--- config.mk ---
export PLATFORM = sky130hd
export DESIGN_NAME = sgp_port
export DESIGN_NICKNAME = d
export VERILOG_FILES = /design/src/hw/sgp_pkg.sv /design/src/hw/sgp_port.sv /design/src/hw/sgp_sync.sv
export SDC_FILE = /design/constraint.sdc
export NUM_CORES = 1
export LEC_CHECK = 0
export ABC_AREA = 1
export BUFFER_PORTS_ARGS = -buffer_cell sky130_fd_sc_hd__buf_2
export CAP_MARGIN = 20
export CORE_UTILIZATION = 40
export DETAILED_ROUTE_END_ITERATION = 8
export GPL_TIMING_DRIVEN = 0
export PLACE_DENSITY = 0.73
export SYNTH_ARGS = -nofsm -noshare
export SYNTH_HDL_FRONTEND = slang
export SYNTH_SLANG_ARGS = --single-unit
--- constraint.sdc ---
create_clock -name ref_clk -period 2 [get_ports ref_clk]
set_clock_uncertainty 0.05 [all_clocks]
set_input_delay 0.4 -clock ref_clk [delete_from_list [all_inputs] [get_ports ref_clk]]
set_output_delay 0.4 -clock ref_clk [all_outputs]
set_load 0.01 [all_outputs]
--- src/hw/sgp_pkg.sv ---
// Constants of the six-pin general-purpose port: register indices,
// byte addresses, field layout and reset values.
// Assumes a 32-bit AHB-Lite bus with one register per aligned word.
package sgp_pkg;

  // Pin count and register width
  localparam int unsigned SGP_PINS   = 6;
  localparam int unsigned SGP_REG_W  = 8;

  // Register indices as printed; byte address is four times the index
  localparam logic [7:0] SGP_IDX_ENABLE = 8'h55;
  localparam logic [7:0] SGP_IDX_DIR    = 8'h56;
  localparam logic [7:0] SGP_IDX_DRV    = 8'h57;
  localparam logic [7:0] SGP_IDX_IN     = 8'h58;
  localparam logic [7:0] SGP_IDX_OUT    = 8'h59;

  localparam logic [31:0] SGP_ADDR_ENABLE = 32'({SGP_IDX_ENABLE, 2'b00});
  localparam logic [31:0] SGP_ADDR_DIR    = 32'({SGP_IDX_DIR, 2'b00});
  localparam logic [31:0] SGP_ADDR_DRV    = 32'({SGP_IDX_DRV, 2'b00});
  localparam logic [31:0] SGP_ADDR_IN     = 32'({SGP_IDX_IN, 2'b00});
  localparam logic [31:0] SGP_ADDR_OUT    = 32'({SGP_IDX_OUT, 2'b00});

  // Pin fields occupy bits 5..0 of every register
  localparam int unsigned SGP_PIN_LSB = 0;
  localparam int unsigned SGP_PIN_MSB = 5;

  // Reset values
  localparam logic [5:0] SGP_RST_ENABLE = 6'h00;
  localparam logic [5:0] SGP_RST_DIR    = 6'h3F;
  localparam logic [5:0] SGP_RST_DRV    = 6'h00;
  localparam logic [5:0] SGP_RST_IN     = 6'h00;
  localparam logic [5:0] SGP_RST_OUT    = 6'h00;

  // Direction and driver-type encodings of one bit
  localparam logic SGP_DIR_INPUT   = 1'b0;
  localparam logic SGP_DIR_OUTPUT  = 1'b1;
  localparam logic SGP_DRV_PUSH    = 1'b0;
  localparam logic SGP_DRV_OPEN    = 1'b1;

  // AHB transfer type bit that marks NONSEQ or SEQ
  localparam int unsigned SGP_HTRANS_ACTIVE = 1;

endpackage : sgp_pkg

--- src/hw/sgp_port.sv ---
// Six-pin general-purpose port with its register file on AHB-Lite.
// Assumes the pins are asynchronous board signals and that the bus
// issues single whole-word transfers; hready is the bus ready.
//
// Design decision made here: the AHB-Lite interface to the registers.
`timescale 1ns/1ps
module sgp_port (
  input  wire logic        ref_clk,
  input  wire logic        reset,
  // AHB-Lite slave
  input  wire logic        hsel,
  input  wire logic [31:0] haddr,
  input  wire logic [1:0]  htrans,
  input  wire logic        hwrite,
  input  wire logic [2:0]  hsize,
  input  wire logic [31:0] hwdata,
  input  wire logic        hready,
  output logic      [31:0] hrdata,
  output logic             hreadyout,
  output logic             hresp,
  // Pins, three signals each; oe_n low while the pin is driven
  input  wire logic [5:0]  pin_in,
  output logic      [5:0]  pin_out,
  output logic      [5:0]  pin_oe_n
);

  localparam int unsigned MSB = sgp_pkg::SGP_PIN_MSB;
  localparam int unsigned LSB = sgp_pkg::SGP_PIN_LSB;

  // Register state
  logic [5:0] pin_enable_q;
  logic [5:0] pin_direction_q;
  logic [5:0] pin_driver_type_q;
  logic [5:0] pin_output_value_q;
  logic [5:0] pin_input_level;

  // Bus pipeline state
  logic        wr_pend_q;
  logic [31:0] wr_addr_q;
  logic        rd_pend_q;
  logic [31:0] rdata_q;

  // Address-phase decode
  logic        addr_phase;
  logic        rd_take;
  logic        wr_take;
  logic [5:0]  wr_bits;
  logic [5:0]  rd_bits;
  logic        rd_hit;

  // Per-register selects of the address in flight
  logic        sel_enable;
  logic        sel_dir;
  logic        sel_drv;
  logic        sel_in;
  logic        sel_out;

  // Per-register strobes of the write waiting for its data
  logic        wsel_enable;
  logic        wsel_dir;
  logic        wsel_drv;
  logic        wsel_out;
  logic        fwd_hit;

  // Drive computation
  logic [5:0]  drive_en;
  logic [5:0]  out_d;
  logic [5:0]  oe_n_d;

  // Zero-wait slave that always answers OKAY
  assign hreadyout = 1'b1;
  assign hresp     = 1'b0;
  assign hrdata    = rdata_q;

  assign addr_phase = hsel && hready && htrans[sgp_pkg::SGP_HTRANS_ACTIVE];
  assign rd_take    = addr_phase && !hwrite;
  assign wr_take    = addr_phase && hwrite;
  assign wr_bits    = hwdata[MSB:LSB];

  // Address in flight, decoded; the read mux decodes haddr itself, only sel_in is used (forwarding)
  assign sel_enable = (haddr == sgp_pkg::SGP_ADDR_ENABLE);
  assign sel_dir    = (haddr == sgp_pkg::SGP_ADDR_DIR);
  assign sel_drv    = (haddr == sgp_pkg::SGP_ADDR_DRV);
  assign sel_in     = (haddr == sgp_pkg::SGP_ADDR_IN);
  assign sel_out    = (haddr == sgp_pkg::SGP_ADDR_OUT);

  // Pending write, decoded from the latched address
  assign wsel_enable = wr_pend_q && (wr_addr_q == sgp_pkg::SGP_ADDR_ENABLE);
  assign wsel_dir    = wr_pend_q && (wr_addr_q == sgp_pkg::SGP_ADDR_DIR);
  assign wsel_drv    = wr_pend_q && (wr_addr_q == sgp_pkg::SGP_ADDR_DRV);
  assign wsel_out    = wr_pend_q && (wr_addr_q == sgp_pkg::SGP_ADDR_OUT);

  // input register is never a forwarding source
  assign fwd_hit = wr_pend_q && (wr_addr_q == haddr) && !sel_in;

  // Write data arrives a cycle after its address
  always_ff @(posedge ref_clk) begin
    if (reset) begin
      wr_pend_q <= 1'b0;
    end else begin
      wr_pend_q <= wr_take;
    end
  end

  // Address kept for the data phase; only read while wr_pend_q is set
  always_ff @(posedge ref_clk) begin
    if (reset) begin
      wr_addr_q <= 32'h0000_0000;
    end else begin
      wr_addr_q <= haddr;
    end
  end

  always_ff @(posedge ref_clk) begin
    if (reset) begin
      rd_pend_q <= 1'b0;
    end else begin
      rd_pend_q <= rd_take;
    end
  end

  always_ff @(posedge ref_clk) begin
    if (reset) begin
      pin_enable_q <= sgp_pkg::SGP_RST_ENABLE;
    end else if (wsel_enable) begin
      pin_enable_q <= wr_bits;
    end
  end

  always_ff @(posedge ref_clk) begin
    if (reset) begin
      pin_direction_q <= sgp_pkg::SGP_RST_DIR;
    end else if (wsel_dir) begin
      pin_direction_q <= wr_bits;
    end
  end

  always_ff @(posedge ref_clk) begin
    if (reset) begin
      pin_driver_type_q <= sgp_pkg::SGP_RST_DRV;
    end else if (wsel_drv) begin
      pin_driver_type_q <= wr_bits;
    end
  end

  always_ff @(posedge ref_clk) begin
    if (reset) begin
      pin_output_value_q <= sgp_pkg::SGP_RST_OUT;
    end else if (wsel_out) begin
      pin_output_value_q <= wr_bits;
    end
  end

  sgp_sync #(
    .WIDTH    (sgp_pkg::SGP_PINS)
  ) u_sync (
    .ref_clk  (ref_clk),
    .reset    (reset),
    .async_in (pin_in),
    .level_q  (pin_input_level)
  );

  // Read mux; a write still in its data phase is forwarded so that a
  // read right behind it sees the new value.
  always_comb begin
    rd_hit  = 1'b1;
    rd_bits = 6'h00;
    unique case (haddr)
      sgp_pkg::SGP_ADDR_ENABLE: rd_bits = pin_enable_q;
      sgp_pkg::SGP_ADDR_DIR:    rd_bits = pin_direction_q;
      sgp_pkg::SGP_ADDR_DRV:    rd_bits = pin_driver_type_q;
      sgp_pkg::SGP_ADDR_IN:     rd_bits = pin_input_level;
      sgp_pkg::SGP_ADDR_OUT:    rd_bits = pin_output_value_q;
      default: begin
        rd_hit  = 1'b0;
        rd_bits = 6'h00;
      end
    endcase
    if (rd_hit && fwd_hit) begin
      rd_bits = wr_bits;
    end
  end

  always_ff @(posedge ref_clk) begin
    if (reset) begin
      rdata_q <= 32'h0000_0000;
    end else if (rd_take) begin
      rdata_q <= {26'h000_0000, rd_bits};
    end else if (rd_pend_q) begin
      rdata_q <= rdata_q;
    end else begin
      rdata_q <= 32'h0000_0000;
    end
  end

  assign drive_en = pin_enable_q &
                    (pin_direction_q & {6{sgp_pkg::SGP_DIR_OUTPUT}});

  always_comb begin
    out_d  = 6'h00;
    oe_n_d = 6'h3F;
    for (int i = 0; i < sgp_pkg::SGP_PINS; i++) begin
      if (drive_en[i]) begin
        if (pin_driver_type_q[i] == sgp_pkg::SGP_DRV_PUSH) begin
          out_d[i]  = pin_output_value_q[i];
          oe_n_d[i] = 1'b0;
        end else begin
          out_d[i]  = 1'b0;
          oe_n_d[i] = pin_output_value_q[i];
        end
      end
    end
  end

  // Registered pin outputs; released during reset
  always_ff @(posedge ref_clk) begin
    if (reset) begin
      pin_out  <= 6'h00;
      pin_oe_n <= 6'h3F;
    end else begin
      pin_out  <= out_d;
      pin_oe_n <= oe_n_d;
    end
  end

endmodule // sgp_port

--- src/hw/sgp_sync.sv ---
// Synchroniser for a vector of asynchronous pin levels.
// Three stages and an output flop per bit; the output follows only once the second and
// third stages agree. Assumes a synchronous active-high reset.
`timescale 1ns/1ps
module sgp_sync #(
  parameter int unsigned WIDTH = 6
) (
  input  wire logic             ref_clk,
  input  wire logic             reset,
  input  wire logic [WIDTH-1:0] async_in,
  output logic      [WIDTH-1:0] level_q
);

  logic [WIDTH-1:0] meta_q;
  logic [WIDTH-1:0] stage2_q;
  logic [WIDTH-1:0] stage3_q;

  // First stage is read by the second stage only
  always_ff @(posedge ref_clk) begin
    if (reset) begin
      meta_q   <= '0;
      stage2_q <= '0;
      stage3_q <= '0;
    end else begin
      meta_q   <= async_in;
      stage2_q <= meta_q;
      stage3_q <= stage2_q;
    end
  end

  // Per-bit acceptance once two settled stages agree
  always_ff @(posedge ref_clk) begin
    if (reset) begin
      level_q <= '0;
    end else begin
      for (int i = 0; i < WIDTH; i++) begin
        if (stage2_q[i] == stage3_q[i]) begin
          level_q[i] <= stage3_q[i];
        end
      end
    end
  end

endmodule // sgp_sync

==> impl_metrics.tcl, run 1 <==
set metrics [dict create \
    synth.distinct_cells 26 \
    finalNonFillerCells 894 \
    clkLatencyLatePin_ps 350 \
    ctsResizeCount 0 \
    synth-main-ff-cell "dfxtp_1" \
    synthArstFlopShare 0 \
    fin_crit_ps 1810 \
    crit_path_max_fanout 10 \
    top_layer "met4" \
    fillers 1090 \
    p_leak_nw 2.73 \
    hold_viol 0 \
    drive_gt1_frac 0.187 \
    dr.first_iter.drc_count 219 \
    crit_path_max_incr_delay_ps 330 \
    slew_headroom 0.650 \
    dp_cells 878 \
    grt_pass1_vias 3615 \
    start_util 0.417 \
    clk_pin_slew_ps 80 \
    synth_warnings 0 \
    yosys.area.top_type "dfxtp_1" \
    core_area_um2 11000 \
    cts_buffers 9 \
    path_cells "nor2_1 > nand4_1 > nor3_1 > nand2_1 > nor2_1 > nand2_1 > clkbuf_1 > o21ai_0 > a21oi_1" \
    power.total_mw 4.39 \
    routed_via_density 4.47 \
    hpwlAfterDp_um 7840 \
    end_kind "flip-flop" \
    grt_first_pass_wirelength_um 16900 \
    io_buffer_count 66 \
    startpoint_type "flip-flop" \
    area_delta_synth_final_pct 20.6 \
    wl_met2_um 4550 \
    status "completed" \
    arrival_ps 1990 \
    cts_setup_buffers 0 \
    grt_start_max_net_pins 20 \
    grt_usage 0.186 \
    rsz0062_at_grt "false" \
    clock-root-buffer "clkbuf_16" \
    setup_violations 0 \
    h-tree-depth 3 \
    yosysSeqAreaShare 0.437 \
    ir_drop_v 0.000513 \
    synth_commonest_cells "nor2_1 (118), nand2_1 (115), dfxtp_1 (100)" \
    fmax_mhz 551 \
    ant_nets 0 \
    dr.pass1.iters 5 \
    dieArea_um2 11900 \
    largest_register "wr_addr_q" \
    fin_crit_sh 0.907 \
    fin_area_um2 5520 \
    cts_tree "yes" \
    largest_reg_flops 32 \
    place_ws_ps -21.8 \
    worst_pin_slew_ps 525 \
    slowest_stage "dfxtp_1" \
    ios 126 \
    synth_edf_count 0 \
    synth_area_leaders "dfxtp_1 (44%), nor2_1 (9.7%), nand2_1 (9.4%)" \
    layout_setup_ws_ps 185 \
    clkSinkCount 100 \
    yosysMostFrequentCell "nor2_1" \
    ctsHoldBuffers 0 \
    required_ps 2180 \
    nets 829 \
    wl_met1_um 4890 \
    hp-class "in -> reg" \
    die_y_um 109 \
    overflow 0 \
    die_w_um 109 \
    num_vias 3996 \
    synth_top_area_share 0.437 \
    ys_ff_latch 100 \
    clk_path_buf_depth 2 \
    dpl-instance-area_um2 5180 \
    num_rows 38 \
    antenna_found_initial 0 \
    utilization 0.503 \
    place_congestion 0.817 \
    wl_per_cell_um 11.4 \
    synthCells 646 \
    power_density_nw_per_um2 795 \
    drc 0 \
    worst-setup-path-type "reg -> reg" \
    crit_buf_inv 1 \
    regToRegSetupSlack_ps 190 \
    wl_met3_um 587 \
    antennaDiodeCount 0 \
    cp_top_family "simple AND/OR/NAND/NOR gates" \
    synth_area_um2 4580 \
    slew_viol_final 0 \
    syn_avg_cell_area_um2 7.08 \
    routed_wl_um 10200 \
    maxCapViolCount 0 \
]
==> final timing paths <==
kind                    start  depth (start not counted)               endpoint
max             wr_addr_q[30]                          9  pin_output_value_q[4]
min                 pin_in[5]                          3       u_sync.meta_q[5]
max reg2reg     wr_addr_q[30]                          9  pin_output_value_q[4]
min reg2reg  u_sync.meta_q[3]                          2     u_sync.stage2_q[3]
==> cell type report <==
type | instances | area, um^2 | area share
Sequential cell | 100 | 2000 | 0.363
Buffer | 44 | 285 | 0.0517
Clock inverter | 7 | 115 | 0.0209
Clock buffer | 9 | 225 | 0.0408
Inverter | 101 | 379 | 0.0687
Tap cell | 140 | 175 | 0.0317
Timing Repair Buffer | 66 | 330 | 0.0598
Multi-Input combinational cell | 427 | 2010 | 0.364
==> per-stage QoR <==
stage	TNS [ps]	hold WS (ps)
6_report	0	201
5_1_grt	0	202
4_1_cts	0	197
3_5_place_dp	-51.5	342
3_3_place_gp	-24.7	340
2_1_floorplan	0	338
==> per-layer routing <==
metal / GRT usage / up-vias
li1: - / 2135
met1: 0.248 / 1731
met2: 0.300 / 117
met3: 0.0365 / 13
met4: 0.0608 / 0
met5: 0 / -
==> tightest hold or removal path, delay by kind of cell <==
family                 cells  cell delay [ps]
buffers and inverters      2              100
AND/OR/NAND/NOR            1               60
==> kinds of logic (layout without fill, tap and decap cells) <==
| group | count (synthesis) | in the layout | synth area share |
|---|---|---|---|
| DFF | 100 | 100 | 0.437 |
| AOI/OAI and AO/OA | 62 | 62 | 0.0744 |
| and+or+nand+nor | 321 | 321 | 0.311 |
| xor gates and xnor gates | 16 | 16 | 0.0306 |
| other | 2 | 28 | 0.00164 |
| buffers and inverters | 145 | 227 | 0.145 |
==> placed cells by master, fill, tap and decap left out, types with 3 or more instances in the layout <==
cell type / n
conb_1: 28
nor2_4: 5
nor2_1: 118
dfxtp_1: 100
a21oi_1: 24
nor3_1: 11
clkbuf_16: 9
o21ai_0: 26
inv_2: 10
nand2_4: 3
nand2_1: 115
o211ai_1: 6
clkbuf_1: 13
nand4_1: 11
inv_1: 90
o21bai_1: 6
nand2_2: 4
buf_4: 30
xor2_1: 5
xnor2_1: 11
nand3_1: 48
buf_2: 66
==> power by group <==
group,leakage [nW],internal (mW),total [mW],switching (mW)
clock,0.163,1.13,1.96,0.827
combinational,1.74,0.150,0.364,0.214
sequential,0.818,2.04,2.07,0.0304
total,2.73,3.32,4.39,1.07
(Power assumes the default switching activity.)
==> inputs of run 2 (changes only) <==
--- a/config.mk
+++ b/config.mk
@@ -12,6 +12,7 @@
 export DETAILED_ROUTE_END_ITERATION = 8
 export GPL_TIMING_DRIVEN = 0
 export PLACE_DENSITY = 0.73
+export REMOVE_ABC_BUFFERS = 1
 export SYNTH_ARGS = -nofsm -noshare
 export SYNTH_HDL_FRONTEND = slang
 export SYNTH_SLANG_ARGS = --single-unit
==> run 2 against run 1 <==
Clock power is 9% lower. Combinational power is 14% lower. Highest routed layer unchanged. Wire length is 4.8% lower.
==> impl_metrics.tcl, run 2 (synthesis results as in run 1) <==
set metrics [dict create \
    antennaDiodeCount 0 \
    crit_path_max_fanout 12 \
    power_density_nw_per_um2 794 \
    hp-class "in -> reg" \
    start_util 0.417 \
    cts_tree "yes" \
    dpl-instance-area_um2 4900 \
    wl_per_cell_um 11.3 \
    p_leak_nw 2.54 \
    core_area_um2 11000 \
    clkLatencyLatePin_ps 350 \
    io_buffer_count 67 \
    status "completed" \
    final_common_cell "nor2_1" \
    nets 791 \
    h-tree-depth 3 \
    clk_pin_slew_ps 70 \
    grt_pass1_vias 3458 \
    antenna_found_initial 0 \
    worst_pin_slew_ps 602 \
    dieArea_um2 11900 \
    setup_violations 0 \
    worst-setup-path-type "reg -> reg" \
    area_delta_synth_final_pct 14.9 \
    clkSinkCount 100 \
    place_congestion 0.814 \
    ir_drop_v 0.000496 \
    clock-root-buffer "clkbuf_16" \
    cts_buffers 9 \
    dp_cells 835 \
    regArea_um2 2000 \
    num_rows 38 \
    routed_via_density 4.53 \
    largest_reg_flops 32 \
    rsz0062_at_grt "false" \
    utilization 0.479 \
    slew_headroom 0.599 \
    ant_nets 0 \
    die_y_um 109 \
    grt_start_max_net_pins 55 \
    die_w_um 109 \
    hold_viol 0 \
    fillers 1106 \
    fin_crit_sh 0.899 \
    startpoint_type "flip-flop" \
    ctsHoldBuffers 0 \
    num_vias 3880 \
    dr.pass1.iters 5 \
    grt_first_pass_wirelength_um 15900 \
    required_ps 2170 \
    drc 0 \
    critPathMostFrequentCell "nor2_1" \
    path_cells "nor2_1 > nand2_1 > nor2_1 > nand4_1 > nor2_1 > nand2_1 > o21ai_0 > a21oi_1" \
    fmax_mhz 556 \
    crit_path_max_incr_delay_ps 320 \
    grt_usage 0.173 \
    arrival_ps 1970 \
    layout_common_cells "nor2_1 (118), nand2_1 (115), dfxtp_1 (100)" \
    finalNonFillerCells 856 \
    dr.first_iter.drc_count 169 \
    overflow 0 \
    maxCapViolCount 0 \
    fin_crit_ps 1800 \
    ios 126 \
    slew_viol_final 0 \
    slowest_stage "dfxtp_1" \
    clk_path_buf_depth 2 \
    fin_area_um2 5260 \
    largest_register "wr_addr_q" \
    end_kind "flip-flop" \
    drive_gt1_frac 0.162 \
    hpwlAfterDp_um 7000 \
    routed_wl_um 9680 \
    multi_input_area_um2 2010 \
]
==> run 2: cell count changes in the layout (fill, tap and decap cells not counted), sizes merged <==
cell	change
buf	-26
clkbuf	-12
clkinvlp	+2
bufinv	-1
inv	-1
==> run 2: worst paths after layout <==
path / startpoint / slack, ps / end / depth (start not counted)
worst max-delay path: wr_addr_q[12] / 200 / pin_output_value_q[5] / 8
worst min-delay path: pin_in[3] / 200 / u_sync.meta_q[3] / 3
worst max register to register: wr_addr_q[12] / 200 / pin_output_value_q[5] / 8
worst min register to register: u_sync.meta_q[4] / 350 / u_sync.stage2_q[4] / 2
==> run 2: area by class of cell <==
cell class              count  share of cell area
flip-flops and latches    100               0.381
multi-input cells         427               0.383
inverters                 101              0.0733
clock buffers              10              0.0436
well taps                 140              0.0333
repair inverters            1             0.00143
repair buffers             71              0.0700
clock inverters             6              0.0148
==> run 2: timing repair <==
action	CTS	global route
gates resized for setup	3	2
setup endpoints to repair	37	18
gates cloned	1	0
hold endpoints to repair	0	0
pin swaps	0	1
setup buffers	0	4
==> run 2: where the power goes <==
| group | internal [mW] | total, mW | leakage, nW | switching [mW] |
|---|---|---|---|---|
| Sequential | 2.04 | 2.07 | 0.818 | 0.0302 |
| Clock | 0.995 | 1.79 | 0.147 | 0.794 |
| Combinational | 0.113 | 0.313 | 1.58 | 0.200 |
| Total | 3.15 | 4.17 | 2.54 | 1.02 |
==> run 2: through the flow <==
stage          setup TNS, ps  hold WS (ps)  power, mW  setup slack (ps)
2_1_floorplan              0           338       2.30               236
5_1_grt                    0           205       4.33              31.9
4_1_cts                    0           193       4.20              65.2
3_3_place_gp          -18810           342       2.42              -496
6_report                   0           197       4.17               203
3_5_place_dp          -19240           343       2.42              -496
==> run 2: routing by layer <==
metal	share of wire	vias to the layer above	wire length (um)	track usage
met5	0	-	0	0
met3	0.056	16	544	0.0275
met2	0.46	105	4440	0.279
li1	-	2067	-	-
met1	0.47	1692	4530	0.227
met4	0.017	0	167	0.0772
==> run 2: worst max-delay path, delay by kind of cell, from the launching register on <==
family          cells  cell delay (ps)
simple gates        6              990
flops               1              320
compound gates      2              310
==> inputs of run 3 (changes only) <==
--- a/config.mk
+++ b/config.mk
@@ -15,4 +15,5 @@
 export REMOVE_ABC_BUFFERS = 1
 export SYNTH_ARGS = -nofsm -noshare
 export SYNTH_HDL_FRONTEND = slang
+export SYNTH_HIERARCHICAL = 1
 export SYNTH_SLANG_ARGS = --single-unit
==> run 3 against run 2 <==
Via count up 0.90%. Design area increased by 1.5%. Clock-buffer cell count decreased by 1. Non-clock buffer count fell by 1. Worst hold slack improved by 4.9 ps. Combinational power rose by 1%. Sequential share of layout area is 0.56 points lower. Total power rose by 2.0%. Critical path type unchanged. Largest cell class unchanged. Largest power group unchanged.
==> impl_metrics.tcl, run 3 <==
set metrics [dict create \
    clock-root-buffer "clkbuf_16" \
    startpoint_type "flip-flop" \
    hp-class "in -> reg" \
    status "completed" \
    end_kind "flip-flop" \
    routed_via_density 4.57 \
    synthCells 645 \
    dieArea_um2 12100 \
    p_leak_nw 2.62 \
    worst_pin_slew_ps 826 \
    crit_path_max_fanout 12 \
    overflow 0 \
    num_vias 3915 \
    synth_warnings 6 \
    ios 126 \
    start_util 0.410 \
    nets 788 \
    power_density_nw_per_um2 798 \
    utilization 0.469 \
    dr.pass1.iters 5 \
    ant_nets 0 \
    finalNonFillerCells 856 \
    place_congestion 0.856 \
    fmax_mhz 538 \
    antennaDiodeCount 0 \
    h-tree-depth 3 \
    antenna_found_initial 0 \
    io_buffer_count 67 \
    hp-start "pin_in[2]" \
    synth-main-ff-cell "dfxtp_1" \
    ys_ff_latch 100 \
    synth_area_um2 4660 \
    num_rows 39 \
    clkLatencyLatePin_ps 340 \
    ctsHoldBuffers 0 \
    slew_headroom 0.449 \
    routed_wl_um 9810 \
    grt_start_max_net_pins 54 \
    synth_top_area_share 0.430 \
    layout_setup_ws_ps 142 \
    largest_register "wr_addr_q" \
    synth_commonest_cells "nand2_1 (120), nor2_1 (105), dfxtp_1 (100)" \
    largest_reg_flops 32 \
    fin_crit_sh 0.929 \
    clk_pin_slew_ps 70 \
    rsz0062_at_grt "true" \
    synth_area_leaders "dfxtp_1 (43%), nand2_1 (9.7%), nor2_1 (8.5%)" \
    yosysSeqAreaShare 0.430 \
    synth.distinct_cells 38 \
    drive_gt1_frac 0.192 \
    place_ws_ps -573 \
    clkSinkCount 100 \
    hpwlAfterDp_um 7240 \
    dp_cells 838 \
    hold_viol 0 \
    required_ps 2230 \
    synth_edf_count 0 \
    final_common_cell "nand2_1" \
    layout_common_cells "nand2_1 (120), nor2_1 (104), dfxtp_1 (100)" \
    cts_buffers 9 \
    die_w_um 110 \
    r2r_start "wr_addr_q[12]" \
    slew_viol_final 0 \
    drc 0 \
    ir_drop_v 0.000412 \
    dr.first_iter.drc_count 196 \
    startpoint "wr_addr_q[12]" \
    setup_violations 0 \
    core_area_um2 11400 \
    yosysMostFrequentCell "nand2_1" \
    worst-setup-path-type "reg -> reg" \
    cts_tree "yes" \
    grt_first_pass_wirelength_um 16400 \
    synthArstFlopShare 0 \
    grt_usage 0.178 \
    area_delta_synth_final_pct 14.5 \
    yosys.area.top_type "dfxtp_1" \
    clk_path_buf_depth 2 \
    arrival_ps 2080 \
    syn_avg_cell_area_um2 7.23 \
    grt_pass1_vias 3598 \
    fin_crit_ps 1860 \
    die_y_um 110 \
    maxCapViolCount 0 \
    wl_per_cell_um 11.5 \
]
-- run 3: cell count changes after synthesis, sizes merged, moves of 5 or more --
cell and delta:
nand2 +13, inv -9, nor2 -9, xnor2 -6
a21o +5, buf +5, clkbuf -5, o21bai -5
-- run 3: power by group --
| group | switching, mW | internal (mW) |
|---|---|---|
| sequential | 0.0277 | 2.04 |
| combinational | 0.207 | 0.110 |
| clock | 0.768 | 1.10 |
| total | 1.00 | 3.26 |
-- run 3: cell families after synthesis --
family | synth area share
and+or+nand+nor | 0.334
AOI/OAI and AO/OA | 0.0795
buffers and inverters | 0.142
other | 0.00161
xor gates and xnor gates | 0.0132
DFF | 0.430
-- run 3: path summary, 6_finish.rpt --
path | cells past startpoint | to | slack (ps)
worst min register to register | 2 | u_sync/stage2_q[2] | 350
worst max register to register | 7 | pin_enable_q[5] | 140
worst max-delay path | 7 | pin_enable_q[5] | 140
worst min-delay path | 3 | u_sync/meta_q[2] | 200
-- run 3: cell type report --
| class | count | area [um^2] |
|---|---|---|
| Multi-Input combinational cell | 435 | 2120 |
| Sequential cell | 100 | 2000 |
| Inverter | 92 | 352 |
| Timing Repair Buffer | 70 | 358 |
| Clock inverter | 7 | 100 |
| Fill cell | 1160 | 6030 |
| Clock buffer | 9 | 225 |
| Tap cell | 143 | 179 |
-- run 3: per-layer routing --
layer | track usage | wire length [um] | vias up
li1 | - | - | 2084
met1 | 0.230 | 4600 | 1729
met2 | 0.285 | 4590 | 84
met3 | 0.0332 | 388 | 18
met4 | 0.0810 | 226 | 0
met5 | 0 | 0 | -
-- run 3: what timing repair did --
| action | in CTS | in global routing |
|---|---|---|
| setup endpoints to repair | 19 | 20 |
| setup buffers | 0 | 2 |
| resized for setup | 2 | 4 |
| pin swaps | 0 | 1 |
| endpoints found under the hold margin | 0 | 0 |
-- run 3: through the flow --
step	total power, mW	cell area (um^2)	hold slack [ps]	TNS [ps]
global route	4.43	5340	214	-37.1
global placement	2.43	4960	341	-16390
floorplan	2.30	4450	338	0
detailed placement	2.43	4970	342	-15750
finish	4.26	5340	201	0
CTS	4.30	5300	196	0
-- run 3: critical path, stage by stage, from the launching register on --
cell and delay [ps]:
dfxtp_1 320, nor2_1 110, nand2_1 70, nor2_1 200, nand4_1 220, nor3b_4 510
o21ai_0 150, a21oi_1 160
